===== config.mk =====
export PLATFORM = sky130hd
export DESIGN_NAME = sps_servo_param
export DESIGN_NICKNAME = d
export VERILOG_FILES = /design/src/rtl/sps_scaler.v /design/src/rtl/sps_servo_param.v
export VERILOG_INCLUDE_DIRS = /design/src /design/src/rtl
export SDC_FILE = /design/constraint.sdc
export NUM_CORES = 2
export LEC_CHECK = 0
export ABC_AREA = 1
export BUFFER_PORTS_ARGS = -buffer_cell sky130_fd_sc_hd__buf_4
export CAP_MARGIN = 10
export CORE_MARGIN = 2
export CORE_UTILIZATION = 55
export DETAILED_ROUTE_END_ITERATION = 10
export PLACE_DENSITY = 0.75
export REMOVE_ABC_BUFFERS = 1
export SLEW_MARGIN = 20
export SYNTH_ARGS = -nofsm -noshare
export SYNTH_HDL_FRONTEND = slang
export SYNTH_HIERARCHICAL = 1
export SYNTH_SLANG_ARGS = --single-unit

===== constraint.sdc =====
create_clock -name clk -period 152.1 [get_ports clk]
set_input_delay 7.605 -clock clk [delete_from_list [all_inputs] [get_ports clk]]
set_output_delay 7.605 -clock clk [all_outputs]
set_load 0.02 [all_outputs]

===== src/rtl/sps_defs.vh =====
// constants for the servo parameter and pulse scaling block
`ifndef SPS_DEFS_VH
`define SPS_DEFS_VH
`define SPS_ADDR_CTRL 4'h0
`define SPS_ADDR_REGEN 4'h1
`define SPS_ADDR_ABS 4'h2
`define SPS_ADDR_PINF 4'h3
`define SPS_ADDR_PPR 4'h4
`define SPS_ADDR_NUM 4'h5
`define SPS_ADDR_DEN 4'h6
`define SPS_ADDR_APPLY 4'h7
`define SPS_ADDR_STAT 4'h8
`define SPS_ADDR_MASK 4'h9
`define SPS_ADDR_POS 4'ha
`define SPS_ADDR_ACT 4'hb
`define SPS_PPR_MIN 32'd1000
`define SPS_PPR_MAX 32'd50000
`define SPS_GEAR_MAX 32'd1048576
`define SPS_GEAR_RST 32'd1
`define SPS_REGEN_LO 8'h80
`define SPS_REGEN_HI 8'h85
`define SPS_REGEN_FAN 8'hfa
`define SPS_REGEN_NONE 8'h00
`define SPS_TORQ_STD 16'd300
`define SPS_TORQ_EXT 16'd350
`define SPS_ABS_INC 2'h0
`define SPS_ABS_DI 2'h1
`define SPS_ABS_COMM 2'h2
`define SPS_ST_PARAM 0
`define SPS_ST_OVHT 1
`define SPS_ST_OVL1 2
`define SPS_ST_OVL2 3
`define SPS_APPLY_KEY 32'h0000a5a5
`endif


===== src/rtl/sps_scaler.v =====
// gear scaler with remainder carry for command pulses
`timescale 1ns/1ps
`default_nettype none
module sps_scaler #(
  parameter W = 21,
  parameter PW = 32
) (
  input wire clk, // clock
  input wire arst_n, // async reset, active low
  input wire clear, // zero position and remainder
  input wire pulse, // one command pulse
  input wire dir, // 1 reverse
  input wire [W-1:0] num, // gear numerator
  input wire [W-1:0] den, // gear denominator
  output reg [PW-1:0] pos_reg // scaled position
);
  reg [W:0] rem_reg;
  reg [W:0] remNext;
  reg [PW-1:0] posNext;
  reg [W:0] step;
  reg [W:0] acc;
  reg [W:0] quot;
  // forward: add num to remainder, move whole units out
  // reverse: borrow against den-1-rem so the fraction stays exact
  always @*
  begin
    remNext = rem_reg;
    posNext = pos_reg;
    step = {1'b0, num};
    acc = rem_reg;
    quot = {(W+1){1'b0}};
    if (pulse)
    begin
      if (dir)
        acc = step + ({1'b0, den} - rem_reg - {{W{1'b0}}, 1'b1});
      else
        acc = rem_reg + step;
      quot = acc / {1'b0, den};
      if (dir)
      begin
        remNext = {1'b0, den} - {{W{1'b0}}, 1'b1} - acc % {1'b0, den};
        posNext = pos_reg - {{(PW-W-1){1'b0}}, quot};
      end
      else
      begin
        remNext = acc % {1'b0, den};
        posNext = pos_reg + {{(PW-W-1){1'b0}}, quot};
      end
    end
  end
  always @(posedge clk or negedge arst_n)
  begin
    if (!arst_n)
    begin
      rem_reg <= {(W+1){1'b0}};
      pos_reg <= {PW{1'b0}};
    end
    else if (clear)
    begin
      rem_reg <= {(W+1){1'b0}};
      pos_reg <= {PW{1'b0}};
    end
    else
    begin
      rem_reg <= remNext;
      pos_reg <= posNext;
    end
  end
endmodule
`default_nettype wire


===== src/rtl/sps_servo_param.v =====
// parameter latching, validation and command pulse scaling top
// Function
// - written settings take effect only after power cycle (apply strobe)
// - pulses-per-rev zero selects gear numerator/denominator scaling
// - pulses-per-rev 1000..50000 means that many pulses per turn
// - numerator range 1..1048576, reset 1, position mode only
// - denominator range 1..1048576, reset 1, scales by num/den
// - motor moves pulse count times num over den
// - detect field: 0 incremental, 1 absolute via inputs, 2 via comms
// - absolute detection only applies in position control
// - pin function 0 output assign device, 1 brake interlock
// - unsupported regen code raises parameter error
// - extended torque with unsupported motor raises parameter error
// - extended torque raises peak limit 300 to 350 percent
// - overload beyond characteristic raises overheat, overload1, overload2
// - regen codes 80..85 and fa are options
// - large drive units need fixed regen value
// - control mode offers high response loop
//
// Decided for this implementation: the address-and-strobe port and the address map.
`timescale 1ns/1ps
`default_nettype none
`include "sps_defs.vh"
module sps_servo_param #(
  parameter GW = 21,
  parameter PW = 32,
  parameter ENC_RES = 262144
) (
  input wire clk, // 100 MHz clock
  input wire arst_n, // async reset, active low
  input wire [3:0] addr, // register address
  input wire [31:0] wdata, // write data
  input wire wr, // write strobe
  input wire rd, // read strobe
  output reg [31:0] rdata_reg, // read data, cycle after rd
  input wire cmdPulse, // one-cycle command pulse
  input wire cmdDir, // command direction
  input wire servoOn, // servo on
  input wire motorExtOk, // attached motor supports extended torque
  input wire largeUnit, // drive unit of large rating
  input wire fanAllowed, // amplifier allows fan resistor code
  input wire overheatEv, // motor thermal limit exceeded
  input wire overload1Ev, // overload characteristic 1 exceeded
  input wire overload2Ev, // overload characteristic 2 exceeded
  input wire outputAssignDev, // device from output assign setting
  input wire brakeInterlock, // brake interlock signal
  output reg pinOut_reg, // selected output pin level
  output wire highResp, // high response loop active
  output wire [15:0] torqueLimit, // peak torque percent
  output wire absActive, // absolute detection active
  output wire [1:0] absMode, // active detection mode
  output wire paramError, // parameter error alarm
  output wire irq // interrupt, level
);
  // shadow (written) settings
  reg [7:0] ctrlW_reg;
  reg [7:0] regenW_reg;
  reg [1:0] absW_reg;
  reg pinW_reg;
  reg [15:0] pprW_reg;
  reg [GW-1:0] numW_reg;
  reg [GW-1:0] denW_reg;
  // active settings, loaded at reset/power cycle only
  reg [7:0] ctrlA_reg;
  reg [7:0] regenA_reg;
  reg [1:0] absA_reg;
  reg pinA_reg;
  reg [15:0] pprA_reg;
  reg [GW-1:0] numA_reg;
  reg [GW-1:0] denA_reg;
  reg [3:0] stat_reg;
  reg [3:0] statNext;
  reg [3:0] mask_reg;
  reg [31:0] rdNext;
  wire [PW-1:0] posCount;
  wire posMode;
  wire extTorque;
  wire regenBad;
  wire torqueBad;
  wire applyHit;
  wire [GW-1:0] sclNum;
  wire [GW-1:0] sclDen;
  // next values and registered copies of the data outputs
  wire highResp_next;
  wire [15:0] torque_next;
  wire absCodeOk;
  wire [1:0] absMode_next;
  wire absActive_next;
  wire paramErr_next;
  reg highResp_reg;
  reg [15:0] torque_reg;
  reg absActive_reg;
  reg [1:0] absMode_reg;
  reg paramErr_reg;

  // gear constants cut to the gear width on purpose
  localparam [31:0] GEAR_RST_W = `SPS_GEAR_RST;
  localparam [31:0] GEAR_MAX_W = `SPS_GEAR_MAX;
  localparam [31:0] ENC_RES_W = ENC_RES;
  localparam [GW-1:0] GEAR_ONE = GEAR_RST_W[GW-1:0];
  localparam [GW-1:0] GEAR_TOP = GEAR_MAX_W[GW-1:0];
  localparam [GW-1:0] ENC_NUM = ENC_RES_W[GW-1:0];

  function [GW-1:0] clampGear;
    input [31:0] v;
    begin
      if (v == 32'd0)
        clampGear = GEAR_ONE;
      else if (v > `SPS_GEAR_MAX)
        clampGear = GEAR_TOP;
      else
        clampGear = v[GW-1:0];
    end
  endfunction

  // gear words read back zero-extended to the bus width
  function [31:0] zextGear;
    input [GW-1:0] g;
    begin
      zextGear = {{(32-GW){1'b0}}, g};
    end
  endfunction

  // ppr takes zero or the turn range; anything else is refused
  function pprAccept;
    input [31:0] v;
    begin
      pprAccept = (v == 32'd0) ||
        (v >= `SPS_PPR_MIN && v <= `SPS_PPR_MAX);
    end
  endfunction

  function regenValid;
    input [7:0] c;
    input big;
    input fan;
    begin
      if (big)
        regenValid = (c == `SPS_REGEN_NONE);
      else if (c == `SPS_REGEN_NONE)
        regenValid = 1'b1;
      else if (c >= `SPS_REGEN_LO && c <= `SPS_REGEN_HI)
        regenValid = 1'b1;
      else if (c == `SPS_REGEN_FAN)
        regenValid = fan;
      else
        regenValid = 1'b0;
    end
  endfunction

  // ctrl bits: [1:0] mode 0 position, [4] high response, [7] ext torque
  assign posMode = (ctrlA_reg[1:0] == 2'h0);
  assign highResp_next = ctrlA_reg[4];
  assign extTorque = ctrlA_reg[7];
  assign torque_next = (extTorque && motorExtOk) ? `SPS_TORQ_EXT
    : `SPS_TORQ_STD;
  // code 3 names no detection mode, so it stays incremental
  assign absCodeOk = (absA_reg != 2'h3);
  assign absMode_next = (posMode && absCodeOk) ? absA_reg
    : `SPS_ABS_INC;
  assign absActive_next = (absMode_next != `SPS_ABS_INC);
  assign regenBad = !regenValid(regenA_reg, largeUnit, fanAllowed);
  assign torqueBad = extTorque && !motorExtOk;
  assign paramErr_next = regenBad || torqueBad || !absCodeOk;
  assign irq = |(stat_reg & mask_reg);
  assign highResp = highResp_reg;
  assign torqueLimit = torque_reg;
  assign absActive = absActive_reg;
  assign absMode = absMode_reg;
  assign paramError = paramErr_reg;
  assign applyHit = wr && (addr == `SPS_ADDR_APPLY) &&
    (wdata == `SPS_APPLY_KEY);

  // ppr mode: num = encoder res, den = ppr; else gear
  assign sclNum = (pprA_reg == 16'h0000) ? numA_reg : ENC_NUM;
  assign sclDen = (pprA_reg == 16'h0000) ? denA_reg
    : {{(GW-16){1'b0}}, pprA_reg};

  sps_scaler #(
    .W(GW),
    .PW(PW)
  ) u_scaler (
    .clk(clk),
    .arst_n(arst_n),
    .clear(applyHit),
    .pulse(cmdPulse && posMode && servoOn),
    .dir(cmdDir),
    .num(sclNum),
    .den(sclDen),
    .pos_reg(posCount)
  );

  // software writes land in shadow registers, except the mask, which is written directly
  always @(posedge clk or negedge arst_n)
  begin
    if (!arst_n)
    begin
      ctrlW_reg <= 8'h00;
      regenW_reg <= 8'h00;
      absW_reg <= 2'h0;
      pinW_reg <= 1'b0;
      pprW_reg <= 16'h0000;
      numW_reg <= GEAR_ONE;
      denW_reg <= GEAR_ONE;
      mask_reg <= 4'h0;
    end
    else if (wr)
    begin
      if (addr == `SPS_ADDR_CTRL)
        ctrlW_reg <= wdata[7:0];
      else if (addr == `SPS_ADDR_REGEN)
        regenW_reg <= wdata[7:0];
      else if (addr == `SPS_ADDR_ABS)
        absW_reg <= wdata[1:0];
      else if (addr == `SPS_ADDR_PINF)
        pinW_reg <= wdata[0];
      else if (addr == `SPS_ADDR_PPR)
      begin
        // out of range non-zero values are refused
        if (pprAccept(wdata))
          pprW_reg <= wdata[15:0];
      end
      else if (addr == `SPS_ADDR_NUM)
        numW_reg <= clampGear(wdata);
      else if (addr == `SPS_ADDR_DEN)
        denW_reg <= clampGear(wdata);
      else if (addr == `SPS_ADDR_MASK)
        mask_reg <= wdata[3:0];
    end
  end

  // active copy: reset values, then only on apply (power cycle)
  always @(posedge clk or negedge arst_n)
  begin
    if (!arst_n)
    begin
      ctrlA_reg <= 8'h00;
      regenA_reg <= 8'h00;
      absA_reg <= 2'h0;
      pinA_reg <= 1'b0;
      pprA_reg <= 16'h0000;
      numA_reg <= GEAR_ONE;
      denA_reg <= GEAR_ONE;
    end
    else if (applyHit)
    begin
      ctrlA_reg <= ctrlW_reg;
      regenA_reg <= regenW_reg;
      absA_reg <= absW_reg;
      pinA_reg <= pinW_reg;
      pprA_reg <= pprW_reg;
      numA_reg <= numW_reg;
      denA_reg <= denW_reg;
    end
  end

  // data outputs leave from flip-flops, one cycle behind their sources
  always @(posedge clk or negedge arst_n)
  begin
    if (!arst_n)
    begin
      highResp_reg <= 1'b0;
      torque_reg <= `SPS_TORQ_STD;
      absActive_reg <= 1'b0;
      absMode_reg <= `SPS_ABS_INC;
      paramErr_reg <= 1'b0;
    end
    else
    begin
      highResp_reg <= highResp_next;
      torque_reg <= torque_next;
      absActive_reg <= absActive_next;
      absMode_reg <= absMode_next;
      paramErr_reg <= paramErr_next;
    end
  end

  // pin routing
  always @(posedge clk or negedge arst_n)
  begin
    if (!arst_n)
      pinOut_reg <= 1'b0;
    else if (pinA_reg)
      pinOut_reg <= brakeInterlock;
    else
      pinOut_reg <= outputAssignDev;
  end

  // sticky status, set beats read clear
  always @*
  begin
    statNext = stat_reg;
    if (rd && addr == `SPS_ADDR_STAT)
      statNext = 4'h0;
    if (paramError)
      statNext[`SPS_ST_PARAM] = 1'b1;
    if (overheatEv)
      statNext[`SPS_ST_OVHT] = 1'b1;
    if (overload1Ev)
      statNext[`SPS_ST_OVL1] = 1'b1;
    if (overload2Ev)
      statNext[`SPS_ST_OVL2] = 1'b1;
  end

  always @*
  begin
    rdNext = 32'h00000000;
    if (addr == `SPS_ADDR_CTRL)
      rdNext = {24'h000000, ctrlW_reg};
    else if (addr == `SPS_ADDR_REGEN)
      rdNext = {24'h000000, regenW_reg};
    else if (addr == `SPS_ADDR_ABS)
      rdNext = {30'h00000000, absW_reg};
    else if (addr == `SPS_ADDR_PINF)
      rdNext = {31'h00000000, pinW_reg};
    else if (addr == `SPS_ADDR_PPR)
      rdNext = {16'h0000, pprW_reg};
    else if (addr == `SPS_ADDR_NUM)
      rdNext = zextGear(numW_reg);
    else if (addr == `SPS_ADDR_DEN)
      rdNext = zextGear(denW_reg);
    else if (addr == `SPS_ADDR_STAT)
      rdNext = {28'h0000000, stat_reg};
    else if (addr == `SPS_ADDR_MASK)
      rdNext = {28'h0000000, mask_reg};
    else if (addr == `SPS_ADDR_POS)
      rdNext = posCount[31:0];
    else if (addr == `SPS_ADDR_ACT)
      rdNext = {highResp, extTorque, absActive, paramError, 2'h0, absMode,
        pinA_reg, 7'h00, torqueLimit};
  end

  always @(posedge clk or negedge arst_n)
  begin
    if (!arst_n)
    begin
      stat_reg <= 4'h0;
      rdata_reg <= 32'h00000000;
    end
    else
    begin
      stat_reg <= statNext;
      if (rd)
        rdata_reg <= rdNext;
      else
        rdata_reg <= 32'h00000000;
    end
  end
endmodule
`default_nettype wire


---- Yosys cells after proc, flatten, opt, wreduce, memory -nomap -nowiden ----
Cells that the tools add are included.
cells by class
  $lt $le $gt $ge ......................... 5
  eq/ne operators ......................... 14
  bitwise operators ....................... 8
  $add $sub $neg .......................... 8
  divide/modulo/power cells ............... 2
  multiplexer cells ....................... 36
  reductions and logical operators ........ 36
operators with widths
  kind                                                              count
  2-to-1 mux 32 bit                                                 15
  2-to-1 mux 22 bit                                                 5
  2-to-1 mux 21 bit                                                 4
  adder 32 x 22 -> 32 bit                                           1
  equality test 32 x 16 -> 1 bit (second input constant)            1
  >= comparator 32 x 10 -> 1 bit (second input constant)            1
  greater-than comparator 32 x 21 -> 1 bit (second input constant)  1
  <= comparator 32 x 16 -> 1 bit (second input constant)            1
  logical NOT 32 bit                                                1
  subtractor 32 x 22 -> 32 bit                                      1
  adder 21 x 22 -> 22 bit                                           1
  adder 22 x 21 -> 22 bit                                           1
  divider 22 x 21 -> 22 bit                                         1
  remainder unit 22 x 21 -> 22 bit                                  1
  subtractor 21 x 1 -> 22 bit (second input constant)               1
  subtractor 21 x 22 -> 22 bit                                      1
  subtractor 22 x 1 -> 22 bit (second input constant)               1
  subtractor 22 bit                                                 1
  equality test 4 x 3 -> 1 bit (second input constant)              4
  equality test 4 bit (second input constant)                       4
  logical NOT 16 bit                                                1
  AND reduction 7 bit                                               2
  nonzero test 2 bit                                                6
  logical AND 1 bit                                                 10
  other kinds (24)                                                  43
word-level totals
  input port bits ......................... 51
  flip-flop bits (word level) ............. 263
  word-level logic and storage cells ...... 137

---- Depth between registers and ports, before layout ----
  depth after elaboration ................. 13
  gate-level depth with buffers ........... 425
  gate-level depth less buffers ........... 411

---- Cells and area by module ----
The synthesis kept the hierarchy.
modules (own cells, without submodules)
  module           times used  cells an instance  sequential area each (um2)  area each (um2)
  sps_scaler       1           3,615              1,351.3                     21,747.1
  sps_servo_param  1           1,082              4,961.0                     8,977.4

---- Worst setup path before layout ----
Ideal clock, no wire load.
  kind .................................... input -> register
  start point ............................. input port cmdDir
  end point ............................... register u_scaler.pos_reg[31]
  data arrival time ....................... 54.152 ns
  stages on the path ...................... 384
  slack ................................... 97.830 ns
  setup time .............................. 0.118 ns
  required time ........................... 151.982 ns
  cell sequence ........................... buf_2 > clkbuf_1 > clkbuf_1 > nand2_1 > nand2_1 > inv_1 > ha_1 > inv_1 > nor4_1 > nand4_1 > inv_1 > nand2_1 > nor2_1 > nand2_1 > nand3_2 > nand2_1 > inv_1 > ha_1 > [... 348 more ...] > nand2_1 > nand2_1 > inv_1 > o21ai_0 > nand2_1 > a21oi_1 > o21bai_1 > nand2_1 > nand2_1 > a21oi_1 > nor2_1 > nand2_1 > o21ai_0 > xor2_1 > inv_1 > nand3_1 > nand3_1 > nand2_1
on the way
  word-level cells in the longest chain between the ends .. 7
ends and longest elaborated chain
  what                                                                     line                              RTL
  start, declared                                                          sps_servo_param.v:37              input wire cmdDir,
  2-to-1 mux 22 bit                                                        sps_scaler.v:34                   if (dir)
  2-to-1 mux 22 bit                                                        sps_scaler.v:32                   if (pulse)
  divider 22 x 21 -> 22 bit                                                sps_scaler.v:38                   quot = acc / {1'b0, den};
  adder 32 x 22 -> 32 bit or subtractor 32 x 22 -> 32 bit (tied branches)  sps_scaler.v:47, sps_scaler.v:42
  2-to-1 mux 32 bit *                                                      sps_scaler.v:39                   if (dir)
  2-to-1 mux 32 bit *                                                      sps_scaler.v:32
  2-to-1 mux 32 bit *                                                      sps_scaler.v:58                   else if (clear)
  end signal, assigned                                                     sps_scaler.v:56                   pos_reg <= {PW{1'b0}};
  end signal, assigned                                                     sps_scaler.v:61                   pos_reg <= {PW{1'b0}};
  end signal, assigned                                                     sps_scaler.v:66                   pos_reg <= posNext;
  end, declared                                                            sps_scaler.v:15                   output reg [PW-1:0] pos_reg
Mark *: on every way between the ends. The rest lies on a longest branch, timed or not. The select of a mux whose other input is x is not followed.
A chain may end at the register's enable or synchronous reset.

---- Worst setup path after layout ----
Same ends and word-level chain as after synthesis.

==> Implementation_results.wiki <==
{| class="wikitable"
! Metric !! Value
|-
| Placer congestion estimate || 1.01
|-
| Area of the die || around 0.058 mm2
|-
| Final global-route overflow total || 0
|-
| Share of total power in the clock network || 0.123
|-
| Starting utilization of the core area || 0.557
|-
| Switch share || 0.530
|-
| Mean area per synthesized cell || about 6.5 um2
|-
| Pint || 0.251 mW
|-
| Final HPWL DP || 75500 um
|-
| Delay of the slowest cell on the worst path || about 830 ps
|-
| Root buffer cell || clkbuf_16
|-
| Share of the clock period used by the worst path after layout || 0.431
|-
| Area share of fa/ha/maj cells after synthesis || 0.167
|-
| Most common library cell in the layout ignoring fill and taps || nand2_1
|-
| Final routed DRC violation total || 0
|-
| Sum of internal, switching and leakage power || 0.535 mW
|-
| VDD IR max || 0.0265 mV
|-
| Number of pins with negative max-slew slack in the final report || 0
|-
| Fin Setup TNS || 0 ps
|-
| Flops & latches, synth || ~250
|-
| Critical Path AT || 66060 ps
|-
| Count of boundary I/O pins || around 110
|-
| Total of endpoints with negative setup slack in the final report || 0
|-
| Mux share of post-synthesis cell area || 0.000326
|-
| Iteration-0 DRC Markers || 2857
|-
| Area growth from synthesis to final layout || 7.10%
|-
| Area share of the largest cell type after synthesis || 0.201
|-
| Detailed-route vias per instance || 5.55
|-
| CP Data Required Time || 152550 ps
|-
| Wire length of the first global-routing pass || 151000 um
|-
| Worst min path class || flip-flop to flip-flop
|-
| Util after Layout || 0.596
|-
| Commonest cells after routing, fill and taps aside || nand2_1 (1272), inv_1 (709), ha_1 (369)
|-
| Total number of vias || 30625
|-
| Distinct cell type count of the synthesized netlist || 71
|-
| Via count of the first global-routing pass || 28012
|-
| Share of the synthesized area in compound gates (AO/OA/AOI/OAI) || 0.169
|-
| Post-synth EDFFs || 0
|-
| Crit path kind || input pin to flip-flop
|-
| Simple-Gate Fraction of Synth Area || 0.287
|-
| Number of nets still failing antenna checks after routing || 0
|-
| Placeable Area || 0.0552 mm2
|-
| Post-synthesis xor/xnor area fraction || 0.0562
|-
| Result of the run || completed
|-
| Largest net degree at the start of global routing || 173
|-
| CTS H-Tree Depth || 1
|-
| Die Span Y || 240 um
|-
| Number of CTS-inserted buffers || 25
|-
| CTS sink count || 252
|-
| Maximum Capacitance Violations || 0
|-
| Port Buf Inserts || 93
|-
| Number of nets in the layout || 5194
|-
| Mapped cell area || 0.0307 mm2
|-
| Row count || 86
|-
| Main combinational cell family by area after synthesis || simple AND/OR/NAND/NOR gates
|-
| Aggregate global-route resource usage || 0.333
|-
| Number of warning messages in the yosys log || 6
|-
| Max Buffers Root-to-Sink || 3
|-
| Share of flip-flops with an asynchronous set or reset || 1.00
|-
| Sequential group share of total power || 0.133
|-
| Initial antenna violation count || 0
|-
| Slew headroom || 0.217
|-
| Standard cell with the maximum stage delay on the critical path || o21ai_0
|-
| Worst clock skew || 13.8 ps
|-
| Cell seen most often among critical-path stages || nand2_1
|-
| Main flop type after synthesis || dfrtp_1
|-
| Switching component of the power || 0.283 mW
|-
| Setup repair after global routing missed its margin || no
|-
| Standby leakage power || 18.3 nW
|-
| Post-cts hold buffer count || 0
|-
| Nature of the critical path startpoint || input pin
|-
| Width of the chip || around 240 um
|-
| Actual transition at the worst max-transition pin || 1170 ps
|-
| Count of final hold-check violations || 0
|-
| Kind of end point of the critical path || flip-flop
|-
| Highest fanout seen on the critical path || 71
|-
| Achievable clock frequency || 15.2 MHz
|-
| Clock Latency Late Sink || 570 ps
|-
| Initial DRT Pass Iterations || 6
|-
| Routed wire length || 97000 um
|-
| Average detailed-routed wire length per instance || 17.6 um
|-
| Proportion of power drawn by combinational gates || 0.745
|-
| Number of buffers added for setup after CTS || 0
|-
| Fraction of final layout cells with drive strength greater than 1 || 0.0753
|-
| Top cells by area, synth || dfrtp_1 (20%), nand2_1 (16%), ha_1 (15%)
|-
| Count of cells resized by post-cts repair || 0
|-
| Clock tree from TritonCTS || built
|-
| Sequential share of the synthesized area || 0.205
|-
| Power per cell area || 16.3 mW/mm2
|-
| Clock edge transition at the registers on the reported setup and hold paths || 70 ps
|-
| N_diodes || 0
|-
| Tmin final || between 60000 and 70000 ps
|-
| Cells after Synth || 4697
|-
| Setup slack of the worst register-to-register path || 89760 ps
|-
| Cell taking the most area after synthesis || dfrtp_1
|}
## worst paths after layout
path,from,endpoint,cells past startpoint
setup / recovery,cmdDir,u_scaler/pos_reg[31]$_DFFE_PN0P_,366
hold / removal,ctrlA_reg[4]$_DFFE_PN0P_,highResp$_DFF_PN0_,0
setup reg to reg,pprA_reg[15]$_DFFE_PN0P_,u_scaler/pos_reg[31]$_DFFE_PN0P_,384
hold reg to reg,ctrlA_reg[4]$_DFFE_PN0P_,highResp$_DFF_PN0_,0
max in group asynchronous,arst_n,u_scaler/rem_reg[18]$_DFFE_PN0P_,2
min in group asynchronous,arst_n,regenA_reg[2]$_DFFE_PN0P_,1
## critical path: cells and delay by family
kind	cells	cell delay, ps
AOI/OAI and AO/OA	132	23850
xor gates and xnor gates	2	510
adders and majority gates	23	7280
buffers and inverters	57	9280
and+or+nand+nor	152	17440
## per-stage QoR
step | area (um2) | setup WS (ps) | cells | hold slack, ps
after floorplan | 30000 | 92720 | 4583 | 354
after global placement | 32100 | 88910 | 5469 | 361
after detailed placement | 32100 | 86780 | 5469 | 376
after CTS | 32900 | 87270 | 5515 | 391
after global routing | 32900 | 79240 | 5515 | 393
final | 32900 | 86490 | 5515 | 385
## power groups by stage
| stage | Combinational (mW) | Sequential (mW) | Clock, mW |
|---|---|---|---|
| floorplan | 0.307 | 0.0719 | 0 |
| global placement | 0.387 | 0.0721 | 0 |
| detailed placement | 0.389 | 0.0721 | 0 |
| CTS | 0.392 | 0.0709 | 0.0660 |
| global route | 0.447 | 0.0712 | 0.0690 |
| finish | 0.398 | 0.0710 | 0.0656 |
## per-layer routing
metal	GRT usage	wire length, um	up-vias
met5	0	0	-
met4	0.117	3680	0
met1	0.464	42700	13947
met3	0.0568	8590	179
met2	0.520	42000	1167
li1	-	-	15332
## area by class of cell
cell class	instances	area, um2
fill	5307	22300
multi-input combinational	3589	21000
sequential	252	6310
inverter	742	2790
timing repair buffer	138	1060
tap	748	936
clock buffer	29	651
clock inverter	17	199
## synth_stat cells (44+ instances only)
cell	number
nand2_1	1272
inv_1	709
ha_1	369
nor2_1	304
o21ai_0	285
a21oi_1	280
dfrtp_1	247
nand3_1	241
o21ai_1	152
xor2_1	117
xnor2_1	80
buf_2	48
o21bai_1	46
nor3_1	44
## kinds of logic after synthesis
group / Yosys count
flip-flops: 252
adder cells (fa/ha/maj): 395
AND/OR/NAND/NOR: 2061
AO/OA/AOI/OAI: 923
buffers and inverters: 866
other: 2
XOR/XNOR: 197
multiplexers: 1
(Power assumes the default switching activity.)
